<file path="config.mk">
export PLATFORM = sky130hd
export DESIGN_NAME = afc_flow_ctrl
export DESIGN_NICKNAME = d
export VERILOG_FILES = /design/src/logic/afc_pkg.sv /design/src/logic/afc_flow_ctrl.sv /design/src/logic/afc_jam_timer.sv
export VERILOG_INCLUDE_DIRS = /design/src /design/src/logic
export SDC_FILE = /design/constraint.sdc
export NUM_CORES = 1
export LEC_CHECK = 0
export ABC_AREA = 1
export BUFFER_PORTS_ARGS = -buffer_cell sky130_fd_sc_hd__buf_2
export CAP_MARGIN = 25
export CORE_MARGIN = 3
export CORE_UTILIZATION = 25
export DETAILED_ROUTE_END_ITERATION = 10
export SYNTH_ARGS = -nofsm -noshare
export SYNTH_HDL_FRONTEND = slang
export SYNTH_HIERARCHICAL = 1
export SYNTH_SLANG_ARGS = --single-unit
</file>
<file path="constraint.sdc">
create_clock -name mclk -period 15.1 [get_ports mclk]
set_clock_uncertainty 0.15 [all_clocks]
set_input_delay 1.51 -clock mclk [delete_from_list [all_inputs] [get_ports mclk]]
set_output_delay 1.51 -clock mclk [all_outputs]
set_load 0.01 [all_outputs]
</file>
<file path="src/logic/afc_regs.svh">
// Register offsets, field positions, reset values and timing counts for the flow controller.
`ifndef AFC_REGS_SVH
`define AFC_REGS_SVH
`define AUTO_FLOW_CONTROL_CONFIG_OFFSET 8'hac
`define AUTO_FLOW_CONTROL_CONFIG_RESET 32'h0000_0000
`define AUTO_FLOW_CONTROL_CONFIG_WMASK 32'h00ff_ffff
`define FLOW_HIGH_THRESHOLD_MSB 23
`define FLOW_HIGH_THRESHOLD_LSB 16
`define FLOW_LOW_THRESHOLD_MSB 15
`define FLOW_LOW_THRESHOLD_LSB 8
`define AFC_DUR_MSB 7
`define AFC_DUR_LSB 4
`define AFC_BIT_MULT 3
`define AFC_BIT_BRD 2
`define AFC_BIT_ADDR 1
`define AFC_BIT_ANY 0
`define AFC_UNIT_SHIFT 6
`define AFC_CLK_MHZ 250
`define AFC_TENS_EXTRA_NS 2200
`define AFC_NS_PER_US 1000
`define AFC_DUR0_US 5
`define AFC_DUR1_US 10
`define AFC_DUR2_US 15
`define AFC_DUR3_US 25
`define AFC_DUR_STEP_US 50
`endif

</file>
<file path="src/logic/afc_pkg.sv">
// Types shared by the flow controller modules.
package afc_pkg;
	typedef enum logic [1:0] {
		AFC_IDLE = 2'b00,
		AFC_PAUSED = 2'b01,
		AFC_JAMHOLD = 2'b10
	} afc_state_e;
	typedef logic [19:0] afc_count_t;
endpackage : afc_pkg

</file>
<file path="src/logic/afc_flow_ctrl.sv">
// Automatic receive FIFO flow controller: pause frames in full duplex, jamming in half duplex.
`timescale 1ns/1ps
`include "afc_regs.svh"
module afc_flow_ctrl import afc_pkg::*; (
	// Clock and reset
	input wire logic mclk,
	input wire logic reset,
	// Register port
	input wire logic [7:0] regAddr,
	input wire logic regWrite,
	input wire logic regRead,
	input wire logic [31:0] regWdata,
	output logic [31:0] regRdata_q,
	// MAC status
	input wire logic txEnable,
	input wire logic fullDuplex,
	input wire logic speed10,
	input wire logic [15:0] pauseTimeValue,
	input wire logic [13:0] rxFifoBytes,
	// Receive frame indications
	input wire logic rxPreamble,
	input wire logic rxAddrValid,
	input wire logic rxMulticast,
	input wire logic rxBroadcast,
	input wire logic rxOwnAddress,
	// Pause and jam requests to the MAC
	output logic pauseReq_q,
	output logic [15:0] pauseTime_q,
	input wire logic pauseAck,
	output logic jam_q
);
	logic [31:0] cfg_q, cfg_d;
	logic [31:0] rdata_d;
	afc_state_e state_q, state_d;
	logic pauseReq_d;
	logic [15:0] pauseTime_d;
	logic jam_d;
	logic pauseSent_q, pauseSent_d;
	logic [13:0] hiBytes, loBytes;
	logic aboveHi, belowLo, anyEnabled, qualify, jamStart, timerBusy;
	logic [7:0] hiLevel, loLevel;
	logic [3:0] durCode;
	logic qualAny, qualMcast, qualBcast, qualOwn;

	// -----------------------------------------------------------------
	// Configuration register
	// -----------------------------------------------------------------
	always_comb begin
		cfg_d = cfg_q;
		if (regWrite && regAddr == `AUTO_FLOW_CONTROL_CONFIG_OFFSET) begin
			cfg_d = regWdata & `AUTO_FLOW_CONTROL_CONFIG_WMASK;
		end
		// Unmapped reads return zero; reserved bits are never stored.
		// Read data is registered and held until the next read, so it may be taken late.
		rdata_d = regRdata_q;
		if (regRead) begin
			rdata_d = (regAddr == `AUTO_FLOW_CONTROL_CONFIG_OFFSET) ? cfg_q : 32'h0000_0000;
		end
	end

	always_ff @(posedge mclk or posedge reset) begin
		if (reset) begin
			cfg_q <= `AUTO_FLOW_CONTROL_CONFIG_RESET;
			regRdata_q <= 32'h0000_0000;
		end else begin
			cfg_q <= cfg_d;
			regRdata_q <= rdata_d;
		end
	end

	// -----------------------------------------------------------------
	// Field decode
	// -----------------------------------------------------------------
	// Each field is named once here; later terms use these names, except the full-duplex
	// pause condition, which still slices the any-frame bit from the raw configuration word.
	always_comb begin
		hiLevel = cfg_q[`FLOW_HIGH_THRESHOLD_MSB:`FLOW_HIGH_THRESHOLD_LSB];
		loLevel = cfg_q[`FLOW_LOW_THRESHOLD_MSB:`FLOW_LOW_THRESHOLD_LSB];
		durCode = cfg_q[`AFC_DUR_MSB:`AFC_DUR_LSB];
		qualAny = cfg_q[`AFC_BIT_ANY];
		qualMcast = cfg_q[`AFC_BIT_MULT];
		qualBcast = cfg_q[`AFC_BIT_BRD];
		qualOwn = cfg_q[`AFC_BIT_ADDR];
	end

	// -----------------------------------------------------------------
	// Level compare and frame qualification
	// -----------------------------------------------------------------
	// The byte count is compared with the level shifted up, so a high level
	// of zero counts as always reached; software must program a real level.
	always_comb begin
		hiBytes = {hiLevel, {`AFC_UNIT_SHIFT{1'b0}}};
		loBytes = {loLevel, {`AFC_UNIT_SHIFT{1'b0}}};
		aboveHi = (rxFifoBytes >= hiBytes);
		belowLo = (rxFifoBytes < loBytes);
		anyEnabled = qualAny || qualMcast || qualBcast || qualOwn;
		if (qualAny) begin
			// Any-frame skips address decoding and reacts at the preamble.
			qualify = rxPreamble;
		end else begin
			qualify = rxAddrValid && ((qualMcast && rxMulticast)
				|| (qualBcast && rxBroadcast)
				|| (qualOwn && rxOwnAddress));
		end
		// Half duplex: qualifying frame above threshold starts a jam period.
		jamStart = txEnable && !fullDuplex && aboveHi && qualify;
	end

	// The timer restarts on every qualifying frame, so a burst of frames keeps
	// the partner held back until the period of the last one has run out.
	afc_jam_timer jamTimer (
		.mclk(mclk),
		.reset(reset),
		.start(jamStart),
		.durCode(durCode),
		.speed10(speed10),
		.busy(timerBusy)
	);

	// -----------------------------------------------------------------
	// Pause and jam control
	// -----------------------------------------------------------------
	always_comb begin
		state_d = state_q;
		pauseReq_d = pauseReq_q;
		pauseTime_d = pauseTime_q;
		pauseSent_d = pauseSent_q;
		// A request stands until the MAC takes it.
		if (pauseAck) begin
			pauseReq_d = 1'b0;
		end
		// Dropping the transmitter also withdraws a pause that is still waiting.
		if (!txEnable) begin
			pauseReq_d = 1'b0;
		end
		unique case (state_q)
			AFC_IDLE: begin
				// Only the any-frame bit arms pausing in full duplex.
				// A new request is set after the clear above, so it wins over an ack.
				if (txEnable && fullDuplex && cfg_q[`AFC_BIT_ANY] && aboveHi) begin
					pauseReq_d = 1'b1;
					pauseTime_d = pauseTimeValue;
					pauseSent_d = 1'b1;
					state_d = AFC_PAUSED;
				end else if (jamStart) begin
					state_d = AFC_JAMHOLD;
				end
			end
			AFC_PAUSED: begin
				// Exactly one pause per crossing; wait for drain below low level.
				if (belowLo) begin
					// A first pause still waiting for the MAC is not followed by a zero one.
					if (pauseSent_q && anyEnabled && txEnable && !pauseReq_q) begin
						pauseReq_d = 1'b1;
						pauseTime_d = 16'h0000;
					end
					// The flag clears even when the zero pause is withheld, so the next
					// crossing starts a fresh episode.
					pauseSent_d = 1'b0;
					state_d = AFC_IDLE;
				end
			end
			AFC_JAMHOLD: begin
				// The state only marks a running jam; the timer carries its length.
				if (!timerBusy && !jamStart) begin
					state_d = AFC_IDLE;
				end
			end
			default: begin
				// The unused code returns to idle rather than locking up.
				state_d = AFC_IDLE;
			end
		endcase
	end

	always_ff @(posedge mclk or posedge reset) begin
		if (reset) begin
			state_q <= AFC_IDLE;
			pauseReq_q <= 1'b0;
			pauseTime_q <= 16'h0000;
			pauseSent_q <= 1'b0;
		end else begin
			state_q <= state_d;
			pauseReq_q <= pauseReq_d;
			pauseTime_q <= pauseTime_d;
			pauseSent_q <= pauseSent_d;
		end
	end

	// -----------------------------------------------------------------
	// Backpressure output
	// -----------------------------------------------------------------
	// The jam follows the start pulse at once so that the frame which
	// qualified is already held back; the timer only stretches it.
	always_comb begin
		jam_d = txEnable && !fullDuplex && (jamStart || timerBusy);
	end

	always_ff @(posedge mclk or posedge reset) begin
		if (reset) begin
			jam_q <= 1'b0;
		end else begin
			jam_q <= jam_d;
		end
	end
endmodule : afc_flow_ctrl

</file>
<file path="src/logic/afc_jam_timer.sv">
// Backpressure duration timer: loads a period from a duration code and counts it down.
`timescale 1ns/1ps
`include "afc_regs.svh"
module afc_jam_timer import afc_pkg::*; (
	// Clock and reset
	input wire logic mclk,
	input wire logic reset,
	// Control
	input wire logic start,
	input wire logic [3:0] durCode,
	input wire logic speed10,
	// Status
	output logic busy
);
	afc_count_t count_q, count_d;
	afc_count_t period;
	logic [31:0] periodUs;

	// -----------------------------------------------------------------
	// Duration lookup
	// -----------------------------------------------------------------
	always_comb begin
		unique case (durCode)
			4'h0: periodUs = `AFC_DUR0_US;
			4'h1: periodUs = `AFC_DUR1_US;
			4'h2: periodUs = `AFC_DUR2_US;
			4'h3: periodUs = `AFC_DUR3_US;
			default: periodUs = 32'(durCode - 4'h3) * `AFC_DUR_STEP_US;
		endcase
		// At 10 Mb/s each period grows by a fixed extra.
		period = afc_count_t'(periodUs * `AFC_CLK_MHZ
			+ (speed10 ? (`AFC_TENS_EXTRA_NS * `AFC_CLK_MHZ) / `AFC_NS_PER_US : 0));
		count_d = count_q;
		if (start) begin
			count_d = period;
		end else if (count_q != '0) begin
			count_d = count_q - afc_count_t'(1);
		end
		busy = (count_q != '0);
	end

	always_ff @(posedge mclk or posedge reset) begin
		if (reset) begin
			count_q <= '0;
		end else begin
			count_q <= count_d;
		end
	end
endmodule : afc_jam_timer

</file>
## After elaboration in Yosys (flattened, before gate mapping)

Index checks and enable logic that the tools add are counted.

- Register bits after elaboration: 97
- Input bits: 83
- Output and inout port bits: 50
- Word-level logic and storage cells: 84

- $add $sub $neg: 3
- Multiply operators: 2
- $lt $le $gt $ge: 2
- Equality and inequality tests: 11
- Muxes and demuxes: 24
- Reductions and logical operators: 34

Operator list:

| kind | number |
|---|---|
| 32-bit case mux with 4 select lines | 1 |
| 16-bit 2-to-1 mux | 3 |
| 20-bit 2-to-1 mux | 2 |
| 32-bit by 5-bit multiplier with 31-bit output, second input constant | 1 |
| 32-bit by 7-bit multiplier with 19-bit output, second input constant | 1 |
| 16-bit case mux with 2 select lines | 1 |
| 24-bit 2-to-1 mux | 1 |
| 20-bit adder | 1 |
| 20-bit nonzero test | 1 |
| 20-bit by 1-bit subtractor with 20-bit output, second input constant | 1 |
| 1-bit logical AND | 16 |
| 14-bit >= comparator | 1 |
| 14-bit less-than comparator | 1 |
| 10-bit 2-to-1 mux | 1 |
| 4-bit by 2-bit == test with 1-bit output, second input constant | 2 |
| 8-bit == test, second input constant | 1 |
| 1-bit 2-to-1 mux | 8 |
| 2-bit 2-to-1 mux | 4 |
| 2-bit inequality test, second input constant | 4 |
| 1-bit logical OR | 6 |
| 2-bit case mux with 3 select lines | 1 |
| 3-bit AND reduction | 2 |
| 4-bit by 2-bit subtractor with 5-bit output, second input constant | 1 |
| 4-bit by 1-bit == test with 1-bit output, second input constant | 1 |
| other kinds (9) | 14 |

## Depth between registers and ports, before layout

- Depth after elaboration: 10
- Mapped depth: 45
- Mapped depth without buffers: 45

## Modules after synthesis

The synthesis kept the hierarchy.

By module, submodules not included:

| module | times used | cells an instance | area an instance (µm²) | seq. area each (µm²) |
|---|---|---|---|---|
| afc_jam_timer | 1 | 785 | 5343.9 | 500.5 |
| afc_flow_ctrl | 1 | 361 | 3339.5 | 1726.7 |

## Worst setup path after synthesis

Ideal clock, no wire load.

- Path type: flip-flop to flip-flop
- Start point: register cfg_q[4]
- End point: register jamTimer.count_q[19]
- Setup time: 73 ps
- Data arrival time: 7198 ps
- Data required time: 14877 ps
- Slack: 7679 ps
- Stages on the path, launching flop included: 39
- Buffers on the path: 0
- Period minus slack after synthesis: 7421 ps
- Cell sequence: dfrtp_1 -> inv_1 -> o21ai_0 -> xor2_1 -> inv_1 -> ha_1 -> inv_1 -> fa_1 -> fa_1 -> inv_1 -> ha_1 -> inv_1 -> o31ai_1 -> nor2_1 -> nor3_1 -> inv_1 -> fa_1 -> fa_1 -> [3 not listed] -> fa_1 -> inv_1 -> ha_1 -> nand2_1 -> nand2_1 -> nand2_1 -> nand2_1 -> a21oi_1 -> nand3_1 -> nand2_2 -> nand2_2 -> nor2_1 -> nand4_1 -> nand2_1 -> nand2_1 -> nand2_1 -> nand2_1 -> a21oi_2

- Cells in the longest elaborated chain, start to end: 6
- Elaborated cells on any way between the ends: 10

Ends and longest elaborated chain:

| what | RTL line | source |
|---|---|---|
| start, declared | afc_flow_ctrl.sv:32 | `logic [31:0] cfg_q, cfg_d;` |
| start signal, assigned | afc_flow_ctrl.sv:63 | `` cfg_q <= `AUTO_FLOW_CONTROL_CONFIG_RESET; `` |
| start signal, assigned | afc_flow_ctrl.sv:66 | `cfg_q <= cfg_d;` |
| 4-bit by 2-bit subtractor with 5-bit output | afc_jam_timer.sv:28 | `` default: periodUs = 32'(durCode - 4'h3) * `AFC_DUR_STEP_US; `` |
| 32-bit by 5-bit multiplier with 31-bit output (no line) | n/a |  |
| 32-bit case mux with 4 select lines (*) | afc_jam_timer.sv:23 | `unique case (durCode)` |
| 32-bit by 7-bit multiplier with 19-bit output (no line) (*) | n/a |  |
| 20-bit adder (*) | afc_jam_timer.sv:31 | `` period = afc_count_t'(periodUs * `AFC_CLK_MHZ `` |
| 20-bit 2-to-1 mux (*) | afc_jam_timer.sv:34 | `if (start) begin` |
| end signal, assigned | afc_jam_timer.sv:46 | `count_q <= count_d;` |
| end, declared | afc_jam_timer.sv:15 | `afc_count_t count_q, count_d;` |

Mark *: on every way between the ends. The rest lies on a longest branch, timed or not.
A chain may end at the register's enable or synchronous reset.

## Worst setup path after layout

- Start point: register cfg_q[4]
- End point: register jamTimer.count_q[18]

Same word-level chain as after synthesis.

==> results.json <==
{
  "status": "completed",
  "setup_violations": 0,
  "critPathKind": "flip-flop to flip-flop",
  "slew_headroom_pct": 33.82,
  "min_path_type": "flip-flop to flip-flop",
  "cts-resized-gates": 0,
  "ant_nets": 0,
  "synth_cell_types": 57,
  "clkSinkCount": 89,
  "cp_top_family": "adder cells",
  "synth_edf_count": 0,
  "timing.critical_path.buf_inv": 10,
  "antenna_found_initial": 0,
  "grt_max_degree": 70,
  "dr.first_iter.drc_count": 296,
  "grt_util_met2_pct": 18.23,
  "cts_tree": "done",
  "multi_input_area_mm2": 0.005414,
  "grt_pass1_vias": 7085,
  "startpoint_type": "flip-flop",
  "crit_arrival_ns": 8.58,
  "overflow": 0,
  "cts_max_path_buffers": 2,
  "finalCritPeriodShare_pct": 56.27,
  "cts_made_buffers": 9,
  "slowest_delay_ns": 0.56,
  "maxCapViolCount": 0,
  "ys_seq_elements": 89,
  "grt_use_total_pct": 11.08,
  "initial_core_util_pct": 25.64,
  "synth.avg_cell_area_um2": 7.577,
  "diodes": 0,
  "seq_area_mm2": 0.002227,
  "drive_above_1_share_pct": 16.89,
  "grt_pass1_wl_mm": 34.02,
  "die_w_um": 192.4,
  "dp_hpwl_mm": 16.51,
  "rows": 67,
  "h-tree-depth": 3,
  "coreArea_mm2": 0.03387,
  "cts_root_buf": "clkbuf_16",
  "nFillCells": 3679,
  "crit_fanout": 6,
  "vias": 7237,
  "yosys_warnings": 6,
  "detail_route.wl_per_cell_um": 11.64,
  "cts.clk_slew.worst_paths_ns": 0.07,
  "maxSlewViolCount": 0,
  "async_reset_ff_share_pct": 100.0,
  "wirelength_mm": 19.96,
  "period_minus_slack_ns": 8.497,
  "synthFlopType": "dfrtp_1",
  "synth_top_area_cell": "dfrtp_1",
  "end_kind": "flip-flop",
  "synth_top_cell_area_share_pct": 25.65,
  "setup_tns_ns": 0,
  "syn_inst": 1146,
  "clock_latency_ns": 0.34,
  "ios": 133,
  "synth_area_leaders": "dfrtp_1, fa_1, nand2_1",
  "top_usage_layer": "met2",
  "hold_buffers": 0,
  "numPortBuffers": 116,
  "drt-pass1-iter-count": 4,
  "grt_use_met3_pct": 1.998,
  "viasPerCell": 4.220,
  "synth_commonest_cells": "nand2_1, inv_1, nor2_1, dfrtp_1, ha_1",
  "grt_use_met1_pct": 15.10,
  "worstMarginPinSlew_ns": 0.9903,
  "required_ns": 15.19,
  "yosysMostFrequentCell": "nand2_1",
  "fmax_mhz": 117.7,
  "gp_congestion": 0.8451,
  "syn_area_mm2": 0.008683,
  "die_y_um": 192.4,
  "post-cts-setup-buffers": 0,
  "path_common_cell": "inv_1",
  "drc_errors": 0,
  "critPathSlowestCell": "fa_1",
  "hold_viol_final": 0,
  "nets": 1473,
  "yosysSeqAreaShare_pct": 25.65,
  "dieArea_mm2": 0.03701,
  "syn2layout_area_growth_pct": 16.08,
  "grt_setup_unrepaired": "no"
}
## per-layer routing
layer | up-vias | share of wire, %
li1 | 3762 | -
met1 | 3334 | 48
met2 | 119 | 46
met3 | 22 | 3.8
met4 | 0 | 1.5
met5 | - | 0
## registers in the layout, summed over array words and instances, names as in the netlist
register and flops:
cfg_q 24, jamTimer/count_q 20, jam_q 1, pauseReq_q 1, pauseSent_q 1, pauseTime_q 16, regRdata_q 24, state_q 2
## worst paths after layout
path                                 from                   end  slack [ns]  cells past startpoint
max                              cfg_q[4]  jamTimer/count_q[18]        6.60                     37
min                        regRdata_q[11]        regRdata_q[11]        0.33                      2
max reg2reg                      cfg_q[4]  jamTimer/count_q[18]        6.60                     37
min reg2reg                regRdata_q[11]        regRdata_q[11]        0.33                      2
max in group asynchronous           reset              cfg_q[0]       12.92                      3
min in group asynchronous           reset  jamTimer/count_q[18]        1.18                      2
## final cells by class
cell class | instances | share of cell area [%]
clock buffers | 10 | 2.371
clock inverters | 6 | 1.365
inverters | 241 | 8.987
multi-input cells | 803 | 53.71
flip-flops and latches | 89 | 22.10
well taps | 448 | 5.561
repair buffers | 118 | 5.909
## worst reg2reg max path, delay by kind of cell (launching register included)
family,cells,cell delay (ns)
buffers and inverters,10,0.93
flip-flops,1,0.46
adder cells (fa/ha/maj),9,3.92
XOR/XNOR,1,0.34
AO/OA/AOI/OAI,3,0.73
AND/OR/NAND/NOR,14,1.85
## placed cells by master (no fill, tap or decap), types with 15 or more instances in the layout
| cell | netlist | layout |
|---|---|---|
| nand2_1 | 275 | 275 |
| buf_2 | 1 | 116 |
| conb_1 | 3 | 16 |
| nand4_1 | 17 | 17 |
| a21oi_1 | 48 | 48 |
| nor2_1 | 94 | 94 |
| fa_1 | 53 | 53 |
| o21ai_0 | 24 | 24 |
| inv_1 | 233 | 232 |
| nand2_2 | 15 | 15 |
| dfrtp_1 | 89 | 89 |
| o21ai_2 | 17 | 17 |
| o31ai_1 | 20 | 20 |
| nand3_1 | 52 | 52 |
| ha_1 | 75 | 75 |
## cell families after synthesis
kind of cell    after synthesis  share of synthesized area (%)
compound gates              134                          9.683
xor+xnor                     19                          2.219
fa+ha+maj                   128                          23.03
buf+inv                     267                          12.56
flops                        89                          25.65
mux                           5                         0.6916
other cells                   3                         0.1297
simple gates                501                          26.04
## metrics by stage
stage | cell area, um2 | hold slack (ns) | worst slack, ns | std cells | utilization (%)
finish | 10080 | 0.3302 | 6.603 | 1715 | 29.76
global route | 10080 | 0.3548 | 5.887 | 1715 | 29.76
CTS | 10080 | 0.3314 | 6.539 | 1715 | 29.76
detailed placement | 9703 | 0.3167 | 6.571 | 1699 | 28.65
global placement | 9703 | 0.3067 | 6.673 | 1699 | 28.65
floorplan | 8732 | 0.2920 | 7.679 | 1159 | -
Power is not shown: default switching activity piles up to over one toggle a cycle in this logic, so the estimate is an artifact.
